$ cat src/int_vector_consts.vh
`ifndef INT_VECTOR_CONSTS_VH
`define INT_VECTOR_CONSTS_VH

// ==========================================================
// vector code addresses
`define VEC_RESET      16'h0000
`define VEC_NMI        16'h0004
`define VEC_WDT_MASK   16'h0004
`define VEC_MASK_BASE  16'h0006
`define VEC_MASK_STEP  16'h0002
`define VEC_BRK        16'h003E

// ==========================================================
// maskable source positions, index equals default priority
`define SRC_WDT        5'h00
`define SRC_VAN_EOM    5'h01
`define SRC_VAN_EMIT   5'h02
`define SRC_VAN_RECV   5'h03
`define SRC_EXT0       5'h04
`define SRC_EXT1       5'h05
`define SRC_EXT2       5'h06
`define SRC_TM16_0     5'h07
`define SRC_TM16_1     5'h08
`define SRC_TM8A       5'h09
`define SRC_TM8B       5'h0A
`define SRC_WATCH_INT  5'h0B
`define SRC_WATCH_TICK 5'h0C
`define SRC_CSI_DONE   5'h0D
`define SRC_RX_ERR     5'h0E
`define SRC_RX_DONE    5'h0F
`define SRC_TX_DONE    5'h10
`define SRC_ADC_DONE   5'h11
`define NUM_MASKABLE   18

// ==========================================================
// grant kinds
`define KIND_RESET     2'h0
`define KIND_NMI       2'h1
`define KIND_BRK       2'h2
`define KIND_MASK      2'h3

// ==========================================================
// edge select codes per external pin
`define EDGE_NONE      2'h0
`define EDGE_RISE      2'h1
`define EDGE_FALL      2'h2
`define EDGE_BOTH      2'h3

`endif

$ cat src/interrupt_vector_priority.v
// Contract
// - twenty sources: one nmi, eighteen maskable, break
// - simultaneous maskable requests: lowest level number wins
// - watchdog nmi mode overflow vectors 0004H unmasked
// - watchdog interval mode overflow: maskable level 0
// - van requests levels 1-3, vectors 0006H-000AH
// - external edge requests levels 4-6, 000CH-0010H
// - timer16 first request: match0 or capture1 edge
// - timer16 second request: match1 or capture0 edge
// - 8-bit timer matches at levels 9 and 10
// - watch interval level 11, watch tick 12
// - clocked serial done level 13, 001EH
// - async receive error level 14, 0020H
// - async receive done level 15, 0022H
// - tx done level 16; adc done level 17
// - break instruction: unmaskable, vector 003EH
// - pin or watchdog runaway reset fetches 0000H
// - external pins: rising, falling or both edges
`timescale 1ns/1ps
`include "int_vector_consts.vh"

module interrupt_vector_priority #(
    parameter N_MASK = `NUM_MASKABLE    // maskable request lines
) (
    input wire clk_sys_i,                // system clock, 100 MHz
    input wire rst_i,                    // synchronous reset, high
    input wire ext_reset_pin_i,          // reset pin level, async
    input wire wdt_runaway_i,            // watchdog runaway pulse
    input wire wdt_nmi_mode_i,           // 1: watchdog as nmi
    input wire watchdog_overflow_req_i,  // watchdog overflow pulse
    input wire van_end_of_message_req_i, // van event pulse
    input wire van_emission_req_i,       // van event pulse
    input wire van_reception_req_i,      // van event pulse
    input wire [2:0] ext_pin_i,          // external pins, async
    input wire [5:0] ext_edge_sel_i,     // two bits per pin
    input wire timer16_capture_mode_i,   // 1: capture, 0: compare
    input wire timer16_match0_i,         // counter hit compare zero
    input wire timer16_match1_i,         // counter hit compare one
    input wire timer16_cap_edge0_i,      // capture input zero edge
    input wire timer16_cap_edge1_i,      // capture input one edge
    input wire timer8a_match_req_i,      // 8-bit timer a match
    input wire timer8b_match_req_i,      // 8-bit timer b match
    input wire watch_interval_req_i,     // watch timer interval
    input wire watch_tick_req_i,         // watch tick
    input wire clocked_serial_done_req_i, // serial transfer done
    input wire async_rx_error_req_i,     // receive error
    input wire async_rx_done_req_i,      // receive complete
    input wire async_tx_done_req_i,      // transmit complete
    input wire adc_done_req_i,           // conversion end
    input wire software_break_instruction_i, // break executed
    input wire [N_MASK-1:0] mask_i,      // 1 masks that source
    input wire int_enable_i,             // cpu maskable enable
    input wire ack_i,                    // cpu takes the offer
    output wire int_req_o,               // offer pending, level
    output reg [15:0] vector_o,          // vector code address
    output reg [1:0] kind_o,             // reset, nmi, brk, mask
    output reg [4:0] src_o,              // maskable source index
    output wire [N_MASK-1:0] pend_o      // pending maskable flags
);

// ==========================================================
// state encoding, one-hot
localparam [2:0] ST_IDLE = 3'h1;
localparam [2:0] ST_OFFER = 3'h2;
localparam [2:0] ST_SETTLE = 3'h4;

reg [2:0] state_r;
reg [2:0] state_nxt;

reg [N_MASK-1:0] flag_r;
reg [N_MASK-1:0] flag_nxt;
reg nmi_r;
reg brk_r;
reg rst_pend_r;
reg rpin_meta_r;
reg rpin_sync_r;
reg rpin_last_r;
// winner of the pick, latched while idle
reg [15:0] vector_nxt;
reg [1:0] kind_nxt;
reg [4:0] src_nxt;

wire [2:0] ext_edge;
wire [N_MASK-1:0] set_vec;
wire [N_MASK-1:0] eligible;
wire mask_found;
wire [4:0] mask_idx;
wire took;
wire clr_mask;
wire reset_event;
// decoded state and accept terms
wire in_idle;
wire in_offer;
wire any_pending;
wire took_rst;
wire took_nmi;
wire took_brk;

// ==========================================================
// vector for a maskable index; level 0 shares the nmi slot
function [15:0] mask_vector;
    input [4:0] idx;
    begin
        if (idx == `SRC_WDT) begin
            mask_vector = `VEC_WDT_MASK;
        end else begin
            mask_vector = `VEC_MASK_BASE +
                ({11'h000, idx - 5'h01} * `VEC_MASK_STEP);
        end
    end
endfunction

// ==========================================================
// accept decode, shared by every pending source kind
function taken_as;
    input offer_taken;
    input [1:0] kind_now;
    input [1:0] kind_want;
    begin
        taken_as = offer_taken & (kind_now == kind_want);
    end
endfunction

// ==========================================================
// external edge detectors, one per pin
genvar g;
generate
    for (g = 0; g < 3; g = g + 1) begin : ext_gen
        ext_edge_detect u_edge (
            .clk_sys_i(clk_sys_i),
            .rst_i(rst_i),
            .pin_i(ext_pin_i[g]),
            .sel_i(ext_edge_sel_i[2*g+1:2*g]),
            .edge_o(ext_edge[g])
        );
    end
endgenerate

// ==========================================================
// source map: bit position is the default priority level
assign set_vec[`SRC_WDT] =
    watchdog_overflow_req_i & ~wdt_nmi_mode_i;
assign set_vec[`SRC_VAN_EOM] = van_end_of_message_req_i;
assign set_vec[`SRC_VAN_EMIT] = van_emission_req_i;
assign set_vec[`SRC_VAN_RECV] = van_reception_req_i;
assign set_vec[`SRC_EXT0] = ext_edge[0];
assign set_vec[`SRC_EXT1] = ext_edge[1];
assign set_vec[`SRC_EXT2] = ext_edge[2];
assign set_vec[`SRC_TM16_0] = timer16_capture_mode_i ?
    timer16_cap_edge1_i : timer16_match0_i;
assign set_vec[`SRC_TM16_1] = timer16_capture_mode_i ?
    timer16_cap_edge0_i : timer16_match1_i;
assign set_vec[`SRC_TM8A] = timer8a_match_req_i;
assign set_vec[`SRC_TM8B] = timer8b_match_req_i;
assign set_vec[`SRC_WATCH_INT] = watch_interval_req_i;
assign set_vec[`SRC_WATCH_TICK] = watch_tick_req_i;
assign set_vec[`SRC_CSI_DONE] = clocked_serial_done_req_i;
assign set_vec[`SRC_RX_ERR] = async_rx_error_req_i;
assign set_vec[`SRC_RX_DONE] = async_rx_done_req_i;
assign set_vec[`SRC_TX_DONE] = async_tx_done_req_i;
assign set_vec[`SRC_ADC_DONE] = adc_done_req_i;

// ==========================================================
// eligibility: masked flags are held, just not offered
assign eligible = flag_r & ~mask_i & {N_MASK{int_enable_i}};

prio_pick #(
    .N(N_MASK),
    .W(5)
) u_pick (
    .req_i(eligible),
    .found_o(mask_found),
    .idx_o(mask_idx)
);

// ==========================================================
// state decode, named once so every user agrees
assign in_idle = (state_r == ST_IDLE);
assign in_offer = (state_r == ST_OFFER);

// ==========================================================
// handshake terms; an ack outside an offer is ignored
assign took = in_offer & ack_i;
assign clr_mask = taken_as(took, kind_o, `KIND_MASK);
assign took_rst = taken_as(took, kind_o, `KIND_RESET);
assign took_nmi = taken_as(took, kind_o, `KIND_NMI);
assign took_brk = taken_as(took, kind_o, `KIND_BRK);
assign int_req_o = in_offer;
assign pend_o = flag_r;

// anything waiting that the cpu may be offered now
assign any_pending = rst_pend_r | nmi_r | brk_r | mask_found;

// ==========================================================
// reset pin synchroniser; only rpin_sync_r reads the first stage
always @(posedge clk_sys_i) begin
    if (rst_i) begin
        rpin_meta_r <= 1'b0;
        rpin_sync_r <= 1'b0;
        rpin_last_r <= 1'b0;
    end else begin
        rpin_meta_r <= ext_reset_pin_i;
        rpin_sync_r <= rpin_meta_r;
        rpin_last_r <= rpin_sync_r;
    end
end

// a pin assertion or watchdog runaway both restart at 0000H
assign reset_event = (rpin_sync_r & ~rpin_last_r) | wdt_runaway_i;

// ==========================================================
// maskable flags: a set in the clear cycle wins
// so an event in the accept cycle is offered again
always @* begin
    flag_nxt = flag_r;
    if (clr_mask) begin
        flag_nxt[src_o] = 1'b0;
    end
    flag_nxt = flag_nxt | set_vec;
end

always @(posedge clk_sys_i) begin
    if (rst_i) begin
        flag_r <= {N_MASK{1'b0}};
    end else begin
        flag_r <= flag_nxt;
    end
end

// ==========================================================
// unmaskable flags: nmi, break and reset fetch
// in each, a new event beats the clear of the old one, so
// a request landing in the accept cycle is never lost

// watchdog overflow in nmi mode ignores masks and enable
always @(posedge clk_sys_i) begin
    if (rst_i) begin
        nmi_r <= 1'b0;
    end else if (watchdog_overflow_req_i & wdt_nmi_mode_i) begin
        nmi_r <= 1'b1;
    end else if (took_nmi) begin
        nmi_r <= 1'b0;
    end
end

// break instruction, unmaskable as well
always @(posedge clk_sys_i) begin
    if (rst_i) begin
        brk_r <= 1'b0;
    end else if (software_break_instruction_i) begin
        brk_r <= 1'b1;
    end else if (took_brk) begin
        brk_r <= 1'b0;
    end
end

// system reset leaves a reset fetch pending so the cpu
// starts from the reset vector
always @(posedge clk_sys_i) begin
    if (rst_i) begin
        rst_pend_r <= 1'b1;
    end else if (reset_event) begin
        rst_pend_r <= 1'b1;
    end else if (took_rst) begin
        rst_pend_r <= 1'b0;
    end
end

// ==========================================================
// offer sequencer; settle lets a cleared flag drop before
// the next pick, at the cost of one idle cycle per accept
// idle: pick and latch the winner
// offer: int_req_o high, outputs stand until ack
// settle: one dead cycle, then idle picks again
always @* begin
    state_nxt = state_r;
    case (state_r)
        ST_IDLE: begin
            if (any_pending) begin
                state_nxt = ST_OFFER;
            end
        end
        ST_OFFER: begin
            if (ack_i) begin
                state_nxt = ST_SETTLE;
            end
        end
        ST_SETTLE: begin
            state_nxt = ST_IDLE;
        end
        default: begin
            state_nxt = ST_IDLE;
        end
    endcase
end

always @(posedge clk_sys_i) begin
    if (rst_i) begin
        state_r <= ST_IDLE;
    end else begin
        state_r <= state_nxt;
    end
end

// ==========================================================
// winner: reset, then nmi, then break, then maskable
// holds the old offer when nothing is pending
always @* begin
    vector_nxt = vector_o;
    kind_nxt = kind_o;
    src_nxt = src_o;
    if (rst_pend_r) begin
        vector_nxt = `VEC_RESET;
        kind_nxt = `KIND_RESET;
    end else if (nmi_r) begin
        vector_nxt = `VEC_NMI;
        kind_nxt = `KIND_NMI;
    end else if (brk_r) begin
        vector_nxt = `VEC_BRK;
        kind_nxt = `KIND_BRK;
    end else if (mask_found) begin
        vector_nxt = mask_vector(mask_idx);
        kind_nxt = `KIND_MASK;
        src_nxt = mask_idx;
    end
end

// ==========================================================
// latch the winner only in idle: the offer is frozen once
// made, so a later higher request waits for the next pick;
// the cost is that a late nmi sits behind a slow accept
always @(posedge clk_sys_i) begin
    if (rst_i) begin
        vector_o <= `VEC_RESET;
        kind_o <= `KIND_RESET;
        src_o <= 5'h00;
    end else if (in_idle) begin
        vector_o <= vector_nxt;
        kind_o <= kind_nxt;
        src_o <= src_nxt;
    end
end

endmodule // interrupt_vector_priority

$ cat src/ext_edge_detect.v
`timescale 1ns/1ps
`include "int_vector_consts.vh"

module ext_edge_detect (
    input wire clk_sys_i,      // system clock
    input wire rst_i,          // synchronous reset, active high
    input wire pin_i,          // asynchronous pin level
    input wire [1:0] sel_i,    // valid edge selection
    output reg edge_o          // one-cycle pulse on valid edge
);

reg meta_r;
reg sync_r;
reg last_r;
wire rise;
wire fall;

// ==========================================================
// synchroniser: only sync_r reads meta_r
always @(posedge clk_sys_i) begin
    if (rst_i) begin
        meta_r <= 1'b0;
        sync_r <= 1'b0;
        last_r <= 1'b0;
    end else begin
        meta_r <= pin_i;
        sync_r <= meta_r;
        last_r <= sync_r;
    end
end

assign rise = sync_r & ~last_r;
assign fall = ~sync_r & last_r;

// ==========================================================
// edge qualification by selected mode
always @(posedge clk_sys_i) begin
    if (rst_i) begin
        edge_o <= 1'b0;
    end else begin
        case (sel_i)
            `EDGE_RISE: edge_o <= rise;
            `EDGE_FALL: edge_o <= fall;
            `EDGE_BOTH: edge_o <= rise | fall;
            default: edge_o <= 1'b0;
        endcase
    end
end

endmodule // ext_edge_detect

$ cat src/prio_pick.v
`timescale 1ns/1ps

module prio_pick #(
    parameter N = 18,          // number of request lines
    parameter W = 5            // index width
) (
    input wire [N-1:0] req_i,  // eligible requests
    output reg found_o,        // any request present
    output reg [W-1:0] idx_o   // lowest index, highest priority
);

integer i;

// ==========================================================
// scan from the lowest rank upward so index 0 wins last
always @* begin
    found_o = 1'b0;
    idx_o = {W{1'b0}};
    for (i = N - 1; i >= 0; i = i - 1) begin
        if (req_i[i]) begin
            found_o = 1'b1;
            idx_o = i[W-1:0];
        end
    end
end

endmodule // prio_pick

$ cat config.mk
export PLATFORM = sky130hd
export DESIGN_NAME = interrupt_vector_priority
export DESIGN_NICKNAME = d
export VERILOG_FILES = /design/src/interrupt_vector_priority.v /design/src/ext_edge_detect.v /design/src/prio_pick.v
export VERILOG_INCLUDE_DIRS = /design/src
export SDC_FILE = /design/constraint.sdc
export NUM_CORES = 1
export LEC_CHECK = 0
export ABC_AREA = 1
export BUFFER_PORTS_ARGS = -buffer_cell sky130_fd_sc_hd__buf_2
export CAP_MARGIN = 10
export CORE_UTILIZATION = 40
export CTS_CLUSTER_DIAMETER = 60
export DETAILED_ROUTE_END_ITERATION = 7
export HOLD_SLACK_MARGIN = 0.08
export PLACE_DENSITY = 0.66
export RECOVER_POWER = 25
export SYNTH_ARGS = -nofsm -noshare
export SYNTH_HDL_FRONTEND = slang
export SYNTH_HIERARCHICAL = 1
export SYNTH_SLANG_ARGS = --single-unit
export TNS_END_PERCENT = 100
$ cat constraint.sdc
create_clock -name clk_sys_i -period 3.1 [get_ports clk_sys_i]
set_clock_uncertainty 0.1 [all_clocks]
set_input_delay 0.155 -clock clk_sys_i [delete_from_list [all_inputs] [get_ports clk_sys_i]]
set_output_delay 0.155 -clock clk_sys_i [all_outputs]
set_load 0.01 [all_outputs]
# == Word level (Yosys, flattened, before mapping) ==
# Cells that the tools add are included.
# word_totals
reg_bits,62
input_bits,53
out_inout_bits,42
# op_classes
n_addsub,2
n_lt_le_gt_ge,2
eq_ne,16
muxes,60
bitwise_logic,38
reduce_logical,10
# op_table
operator,count
5-bit two-way mux,18
16-bit two-way mux,4
18-bit bitwise AND,3
18-bit inverter,2
1-bit two-way mux,25
18-bit two-way mux,1
18-bit OR,1
"2-bit == test, second input constant",8
1-bit bitwise AND,14
1-bit inverter,11
1-bit one-hot mux with 3 select lines,3
"2-bit by 1-bit == test with 1-bit output, second input constant",4
2-bit two-way mux,4
"3-bit by 6-bit adder with 7-bit output, first input constant",1
7-bit two-way mux,1
1-bit OR,7
"5-bit by 6-bit < comparator with 1-bit output, second input constant",1
3-bit two-way mux,2
3-bit one-hot mux with 2 select lines,1
1-bit demux with 5-bit select,1
"5-bit by 1-bit >= comparator with 1-bit output, second input constant",1
5-bit zero test,1
5-bit AND reduction,1
"5-bit by 1-bit subtractor with 5-bit output, second input constant",1
other kinds (10),12

# == Logic depth before layout (Yosys ltp) ==
# Gate-level depths: netlist (run 1).
# logic_depth
ltp_word,28
ltp_mapped,32

# == Cells and area by module ==
# Netlist (run 1), hierarchy kept.
# modules_own_cells
module,instances,cells_each,area_each_um2,seq_area_each_um2
interrupt_vector_priority,1,287,2005.7,800.8
ext_edge_detect,3,25,176.4,80.1
prio_pick,1,56,240.2,0.0

# == Worst setup path after synthesis (run 1) ==
# Ideal clock, no wire load.
# synth_path
path_kind,input to register
startpoint,in int_enable_i
endpoint,reg vector_o[4]
setup_time_ns,0.132
arrival_time_ns,2.574
t_required_ns,2.868
slack_ns,0.294
stages,30
n_path_buf,2
cell_sequence,clkbuf_1 clkbuf_1 nand2_1 nor2_1 nand2_1 nand2_1 nand2_1 nand2_1 nand2_1 nand2_1 nand2_1 nand2_1 nand2_1 nand2_1 nand2_1 nand2_1 nand2_1 nand2_1 nand2_1 a21oi_2 inv_1 ha_1 nand2_1 nand3_1 inv_1 nand2_1 nand3_1 nand2_1 nand2_1 a21oi_1
# synth_via
elab_chain_cells,26
word_cells_on_any_way,47
# synth_lines
element,line_no,source
"start, declared",interrupt_vector_priority.v:52,"input wire int_enable_i,"
18-bit bitwise AND (*),interrupt_vector_priority.v:165,assign eligible = flag_r & ~mask_i & {N_MASK{int_enable_i}};
via eligible[17],interrupt_vector_priority.v:85,wire [N_MASK-1:0] eligible;
5-bit two-way mux (*) (18 in a row),prio_pick.v:20,if (req_i[i]) begin
via mask_idx[0],interrupt_vector_priority.v:87,wire [4:0] mask_idx;
5-bit by 1-bit subtractor with 5-bit output,interrupt_vector_priority.v:108,"({11'h000, idx - 5'h01} * `VEC_MASK_STEP);"
3-bit by 6-bit adder with 7-bit output (no source line),-,
7-bit two-way mux (*),interrupt_vector_priority.v:104,if (idx == `SRC_WDT) begin
16-bit two-way mux (*),interrupt_vector_priority.v:321,end else if (mask_found) begin
16-bit two-way mux (*),interrupt_vector_priority.v:318,end else if (brk_r) begin
16-bit two-way mux (*),interrupt_vector_priority.v:315,end else if (nmi_r) begin
16-bit two-way mux (*),interrupt_vector_priority.v:312,if (rst_pend_r) begin
"end signal, assigned",interrupt_vector_priority.v:334,vector_o <= `VEC_RESET;
"end signal, assigned",interrupt_vector_priority.v:338,vector_o <= vector_nxt;
"end, declared",interrupt_vector_priority.v:55,"output reg [15:0] vector_o,"
# The timed path passes the listed nets; every way through them passes the cells marked *. The select of a mux whose other input is x is not followed.
# A chain may end at the register's enable or synchronous reset.

# == Final worst setup path (run 1) ==
# layout_path
startpoint,reg ext_gen[1].u_edge.sync_r
endpoint,reg ext_gen[1].u_edge.edge_o
# layout_via
elab_chain_cells,4
word_cells_on_any_way,5
# layout_lines
element,line_no,source
"start, declared",ext_edge_detect.v:13,reg sync_r;
"start signal, assigned",ext_edge_detect.v:27,sync_r <= meta_r;
1-bit inverter,ext_edge_detect.v:33,assign fall = ~sync_r & last_r;
1-bit bitwise AND,ext_edge_detect.v:33,
1-bit OR,ext_edge_detect.v:44,`EDGE_BOTH: edge_o <= rise | fall;
1-bit one-hot mux with 3 select lines (*),ext_edge_detect.v:41,case (sel_i)
"end signal, assigned",ext_edge_detect.v:42,`EDGE_RISE: edge_o <= rise;
"end signal, assigned",ext_edge_detect.v:43,`EDGE_FALL: edge_o <= fall;
"end signal, assigned",ext_edge_detect.v:44,
"end, declared",ext_edge_detect.v:9,output reg edge_o
# Mark *: on every way between the ends. The rest lies on a longest branch, timed or not.

==> run_results.csv, run 1 <==
group,metric,value,unit
timing,tns,0,ps
worst_setup_path,r2r_end,"ext_gen[1].u_edge/edge_o$_SDFF_PP0_",
synth,syn-cell-area,0.002775,mm²
placed_design,placed_area,0.003209,mm²
run,cap_violations,0,
grt,grt.overflow.total,0,
worst_setup_path,cp.buffers_inverters,5,
cts,clkLatencyLatePin,310,ps
synth,synth_top_family_by_area,"simple AND/OR/NAND/NOR gates",
cells_and_area,nets,597,
grt,grt_pass1_vias,2683,
grt,grt.total_usage,19.97,%
route,ant_nets,0,
synth,yosys.area.top_type_share,37.51,%
route,viasPerCell,4.653,
worst_setup_path,crit_cells,10,
pwr,p_leak,1.813,nW
synth,synth-main-ff-cell,"dfxtp_1",
synth,synthAdderAreaFrac,3.607,%
placed_design,dp_hpwl,5138,µm
synth,synthXorXnorAreaFrac,0,%
worst_setup_path,crit_family,"buffers and inverters",
cells_and_area,final_cell_area,0.003650,mm²
pwr,power,1.465,mW
pwr,ir_worst_vdd,0.3099,mV
grt,grt_pass1_wl,11560,µm
synth,synth_area_per_cell,6.639,µm²
synth,synth_mux_area_share,0.7214,%
cts,post-cts-setup-buffers,0,
placed_design,placedCellCount,570,
timing,fmax,0.3596,GHz
pwr,swShare,31.06,%
pwr,power.switching,0.4550,mW
synth,synth_warnings,6,
die,ios,95,
pwr,intPower,1.010,mW
worst_setup_path,crit_path_start_kind,"flop",
cells_and_area,drive_above_1_share,18.44,%
route,wl,6988,µm
cells_and_area,final_util,55.88,%
placed_design,io_buffer_count,84,
route,drt-pass1-iter-count,4,
worst_setup_path,path_max_fanout,2,
timing,finalCritPeriodShare,89.71,%
worst_setup_path,crit_chain,"inv_1 -> ha_1 -> inv_1 -> nand2_1 -> nand2_1 -> dlygate4sd3_1 -> nor2_1 -> dlygate4sd3_1 -> nor2_1 -> dlygate4sd3_1",
die,start_util,42.49,%
worst_setup_path,crit_top_cell,"dlygate4sd3_1",
die,rows,29,
grt,grt_max_degree,28,
synth,synth_cell_types,31,
timing,drv_slew,0,
worst_setup_path,worstSetupEndpointType,"flop",
cts,cts_made_buffers,5,
pwr,powerDensity,401.3,mW/mm²
cells_and_area,finalNonFillerCells,614,
pwr,pwr-share-clk,27.2,%
timing,timing.final.hold_violations,0,
route,wl_per_cell,11.38,µm
worst_setup_path,crit_end,"ext_gen[1].u_edge/edge_o$_SDFF_PP0_",
synth,ys_ff_latch,52,
timing,fin_crit,2781,ps
die,die_x,85.30,µm
synth,synthCells,418,
pwr,pwr-share-comb,23.5,%
placed_design,place.gp.congestion,0.8609,
pwr,pwr-share-seq,49.4,%
cts,clk_path_buf_depth,2,
synth,synth_compound_area_share,12.53,%
synth,synth-edff-count,0,
worst_setup_path,path_class,"reg -> reg",
worst_setup_path,r2r.worst_path.cells,10,
synth,synth_area_leaders,"dfxtp_1 38%, nand2_1 12%, inv_1 11%, nor2_1 8.4%, a21oi_1 6.9%",
cts,path_clk_slew,100,ps
worst_setup_path,rrSetupSlack,320,ps
grt,antenna_found_initial,0,
route,drc_errors,0,
die,dieHeight,85.30,µm
timing,setup_viol_count_final,0,
worst_setup_path,max_stage_delay,560,ps
die,core_area,0.006531,mm²
timing,slew_headroom,20.96,%
timing,worstMarginPinSlew,1186,ps
cts,root_buffer,"clkbuf_8",
cells_and_area,area_growth,31.51,%
synth,synth_simple_gate_area_share,30.07,%
worst_setup_path,cpMaxStageDelayCell,"dlygate4sd3_1",
worst_setup_path,reg2reg_from,"ext_gen[1].u_edge/sync_r$_SDFF_PP0_",
synth,async_flop_share,0,%
worst_setup_path,cp.arrival,2880,ps
cts,htreeDepth,2,
cts,clock-sinks,52,
route,drt_iter0_drc,157,
worst_setup_path,crit_start,"ext_gen[1].u_edge/sync_r$_SDFF_PP0_",
status,status,"finished clean",
worst_hold_path,hold_path.class,"in -> reg",
worst_setup_path,crit_required,3200,ps
route,vias,2857,
synth,synth_top_area_cell,"dfxtp_1",
synth,yosysSeqAreaShare,37.51,%
cts,tritoncts,"built",
die,dieArea,0.007275,mm²
cells_and_area,antenna_cells,0,
==> cells in the final DEF, fill, tap and decap left out, drive strengths merged, types with 2 or more instances in the layout <==
cell	synthesis	layout
buf	13	77
o21ai	19	19
mux2i	2	2
nand3	19	19
or2	2	2
o31ai	3	3
conb	1	10
nand4	3	3
dlygate4sd3	0	36
inv	81	82
ha	8	8
dfxtp	52	52
nor3	10	10
nand2	92	92
nor2	64	64
clkbuf	6	13
a21oi	39	39
==> logic make-up after synthesis <==
| family | Yosys count |
|---|---|
| DFF | 52 |
| muxes | 2 |
| AOI/OAI and AO/OA | 63 |
| buffers and inverters | 100 |
| other | 1 |
| adders and majority gates | 8 |
| and+or+nand+nor | 192 |
==> state kept, by name, summed over array words and instances, names as in the netlist <==
register,flops
brk_r,1
ext_gen.u_edge/edge_o,3
ext_gen.u_edge/last_r,3
ext_gen.u_edge/meta_r,3
ext_gen.u_edge/sync_r,3
kind_o,2
nmi_r,1
pend_o,18
rpin_last_r,1
rpin_meta_r,1
rpin_sync_r,1
rst_pend_r,1
src_o,5
state_r,3
vector_o,6
==> what timing repair did <==
action | in CTS | in global routing
gates resized for setup | 0 | 2
hold endpoints to repair | 27 | 0
endpoints found under the setup margin | 0 | 3
hold buffers | 36 | 0
==> worst reg2reg max path, delay by kind of cell, from the launching register on <==
| kind | cells | cell delay (ps) |
|---|---|---|
| fa+ha+maj | 1 | 270 |
| buf+inv | 5 | 1740 |
| flops | 1 | 350 |
| simple gates | 4 | 230 |
==> worst min-delay path by stage <==
stage	from	endpoint	cells past startpoint
6_report	rst_i	rpin_meta_r$_SDFF_PP0_	2
5_1_grt	rst_i	rpin_meta_r$_SDFF_PP0_	2
4_1_cts	rst_i	rpin_meta_r$_SDFF_PP0_	2
3_5_place_dp	ext_pin_i[1]	ext_gen[1].u_edge/meta_r$_SDFF_PP0_	3
3_3_place_gp	ext_pin_i[1]	ext_gen[1].u_edge/meta_r$_SDFF_PP0_	3
2_1_floorplan	rst_i	ext_gen[0].u_edge/meta_r$_SDFF_PP0_	1
==> layer usage <==
| layer | wire (µm) | vias to the layer above | track usage, % |
|---|---|---|---|
| met4 | 101 | 0 | 6.818 |
| met1 | 3147 | 1266 | 22.98 |
| met2 | 3382 | 84 | 37.24 |
| met3 | 357 | 9 | 3.405 |
| li1 | - | 1498 | - |
| met5 | 0 | - | 0 |
==> per-stage QoR <==
| step | hold WS (ps) | setup slack (ps) |
|---|---|---|
| after floorplan | 126.2 | 293.8 |
| after global placement | 252.8 | 363.6 |
| after detailed placement | 261.6 | 276.6 |
| after CTS | 122.1 | 352.2 |
| after global routing | 140.6 | -8.560 |
| final | 143.8 | 319.0 |
==> cell usage after synthesis (2+ instances only) <==
master,instances
a21oi_1,38
inv_1,81
nand3_1,18
nor3_2,2
nor3_1,7
mux2i_1,2
nand2_1,90
o21ai_0,13
o21ai_1,2
nor2_1,62
ha_1,8
nor2_4,2
clkbuf_1,6
o21ai_2,4
buf_4,12
nand4_1,3
dfxtp_1,52
o31ai_1,3
==> layout make-up <==
| type | instances | area, µm² |
|---|---|---|
| Timing Repair Buffer | 121 | 775.7 |
| Fill cell | 646 | 2882 |
| Inverter | 81 | 304.0 |
| Multi-Input combinational cell | 275 | 1343 |
| Sequential cell | 52 | 1041 |
| Clock buffer | 5 | 68.82 |
| Tap cell | 77 | 96.34 |
| Clock inverter | 3 | 21.27 |
==> power by group through the flow <==
stage	clock network, mW	logic (mW)	registers, mW
2_1_floorplan	0	0.213	0.742
3_3_place_gp	0	0.296	0.737
3_5_place_dp	0	0.302	0.738
4_1_cts	0.410	0.340	0.723
5_1_grt	0.435	0.395	0.727
6_report	0.398	0.344	0.723
Note: power is estimated with default switching activity, not from simulation.
==> run 2: changes to the inputs <==
==> constraint.sdc (replaced) <==
create_clock -name clk_sys_i -period 2.6 [get_ports clk_sys_i]
set_clock_uncertainty 0.1 [all_clocks]
set_input_delay 0.13 -clock clk_sys_i [delete_from_list [all_inputs] [get_ports clk_sys_i]]
set_output_delay 0.13 -clock clk_sys_i [all_outputs]
set_load 0.01 [all_outputs]
==> run_results.csv, run 2 (same netlist as run 1, synthesis figures left out) <==
group,metric,value,unit
placed_design,place.gp.congestion,0.8045,
placed_design,placedCellCount,575,
cells_and_area,antenna_cells,0,
worst_setup_path,path_max_fanout,4,
pwr,ir_worst_vdd,0.3125,mV
timing,hold_slack,149.4,ps
die,dieHeight,85.30,µm
cts,path_clk_slew,90,ps
placed_design,placed_area,0.003247,mm²
pwr,p_leak,1.860,nW
worst_setup_path,crit_path_start_kind,"flop",
timing,setup_viol_count_final,0,
route,vias,2861,
worst_setup_path,crit_end,"vector_o[3]$_SDFFE_PP0P_",
die,ios,95,
grt,antenna_found_initial,0,
grt,grt.total_usage,19.65,%
die,dieArea,0.007275,mm²
placed_design,io_buffer_count,84,
die,core_area,0.006531,mm²
worst_setup_path,worstSetupEndpointType,"flop",
route,wl,6829,µm
cells_and_area,final_common_cell,"nand2_1",
route,wl_per_cell,10.98,µm
timing,fin_crit,2507,ps
timing,fmax,0.3989,GHz
timing,slew_headroom,60.17,%
cells_and_area,layout_common_cells,"84 x nand2_1, 79 x inv_1, 78 x buf_2, 58 x nor2_1, 49 x dfxtp_1",
timing,tns,0,ps
grt,grt_max_degree,26,
timing,rsz0062_at_grt,"true",
cells_and_area,final_cell_area,0.003776,mm²
cts,clock-sinks,52,
route,drt_iter0_drc,135,
cts,tritoncts,"built",
placed_design,place_worst_setup_slack,3.147,ps
cells_and_area,area_growth,36.07,%
worst_hold_path,hold_path.class,"in -> reg",
worst_setup_path,r2r.worst_path.cells,28,
worst_setup_path,r2r_end,"vector_o[3]$_SDFFE_PP0P_",
worst_hold_path,holdCritStartpoint,"rst_i",
cells_and_area,finalNonFillerCells,622,
cts,clkLatencyLatePin,300,ps
run,cap_violations,0,
die,rows,29,
cells_and_area,largest_reg_flops,18,
pwr,powerDensity,473.4,mW/mm²
cts,cts_made_buffers,5,
worst_setup_path,cp.arrival,2640,ps
die,die_x,85.30,µm
cts,root_buffer,"clkbuf_8",
worst_setup_path,max_stage_delay,360,ps
cells_and_area,nets,606,
route,ant_nets,0,
timing,drv_slew,0,
cells_and_area,final_util,57.82,%
route,viasPerCell,4.600,
timing,timing.final.hold_violations,0,
cts,htreeDepth,2,
worst_setup_path,crit_start,"pend_o[17]$_SDFF_PP0_",
placed_design,dp_hpwl,5115,µm
worst_setup_path,cpMaxStageDelayCell,"dfxtp_2",
pwr,power,1.788,mW
cells_and_area,drive_above_1_share,22.94,%
timing,worst_slack,92.80,ps
worst_setup_path,crit_top_cell,"nand2_1",
worst_setup_path,rrSetupSlack,90,ps
worst_setup_path,path_class,"reg -> reg",
route,drt-pass1-iter-count,4,
worst_setup_path,crit_required,2730,ps
cts,clk_path_buf_depth,2,
grt,grt_pass1_wl,11630,µm
timing,finalCritPeriodShare,96.43,%
grt,grt.overflow.total,0,
worst_setup_path,reg2reg_from,"pend_o[17]$_SDFF_PP0_",
status,status,"finished clean",
timing,worstMarginPinSlew,594.1,ps
grt,grt_pass1_vias,2786,
route,drc_errors,0,
die,start_util,42.49,%
run 2: cell types whose count changed in the layout (fill, tap and decap cells not counted), moves of 2 or more:
cell,previous run,this run
buf_4,0,8
dfxtp_1,52,49
a21oi_2,0,2
nor2_2,1,4
dfxtp_2,0,3
nand2_2,1,7
inv_2,0,2
dlygate4sd3_1,36,38
nor2_1,62,58
inv_1,81,79
nand2_1,90,84
clkbuf_1,8,6
run 2: where the power goes:
part	internal (mW)	switching [mW]	leakage (nW)	total (mW)
logic	0.209	0.249	1.38	0.459
clock network	0.213	0.254	0.0473	0.467
registers	0.835	0.0266	0.429	0.862
run 2: area by class of cell:
cell class	count	area, µm²
Tap cell	77	96.34
Timing Repair Buffer	130	853.3
Inverter	81	304.0
Clock inverter	1	8.758
Clock buffer	6	82.58
Sequential cell	52	1045
Fill cell	625	2755
Multi-Input combinational cell	275	1386
run 2: worst min-delay path by stage:
stage                                          endpoint  cells after the start
finish              ext_gen[2].u_edge/meta_r$_SDFF_PP0_                      2
global route        ext_gen[0].u_edge/last_r$_SDFF_PP0_                      2
CTS                 ext_gen[0].u_edge/meta_r$_SDFF_PP0_                      2
detailed placement  ext_gen[0].u_edge/meta_r$_SDFF_PP0_                      3
global placement                 rpin_meta_r$_SDFF_PP0_                      3
floorplan           ext_gen[0].u_edge/meta_r$_SDFF_PP0_                      1
run 2: critical path, delay by kind of cell, from the launching register on:
kind / cells / cell delay [ps]
fa+ha+maj: 1 / 180
buf+inv: 2 / 130
compound gates: 2 / 300
flops: 1 / 360
simple gates: 23 / 1390
run 2: routing by layer:
| metal | vias to the layer above | GRT usage, % | wire length (µm) |
|---|---|---|---|
| met5 | - | 0 | 0 |
| met3 | 4 | 4.280 | 404 |
| met4 | 0 | 4.242 | 39 |
| li1 | 1522 | - | - |
| met2 | 88 | 35.63 | 3203 |
| met1 | 1247 | 23.84 | 3181 |
run 2: repair_timing:
action,CTS,global route
pin swaps,0,12
setup endpoints to repair,3,5
buffers inserted,0,2
gates resized for setup,1,18
hold endpoints to repair,27,0
hold buffers,38,0
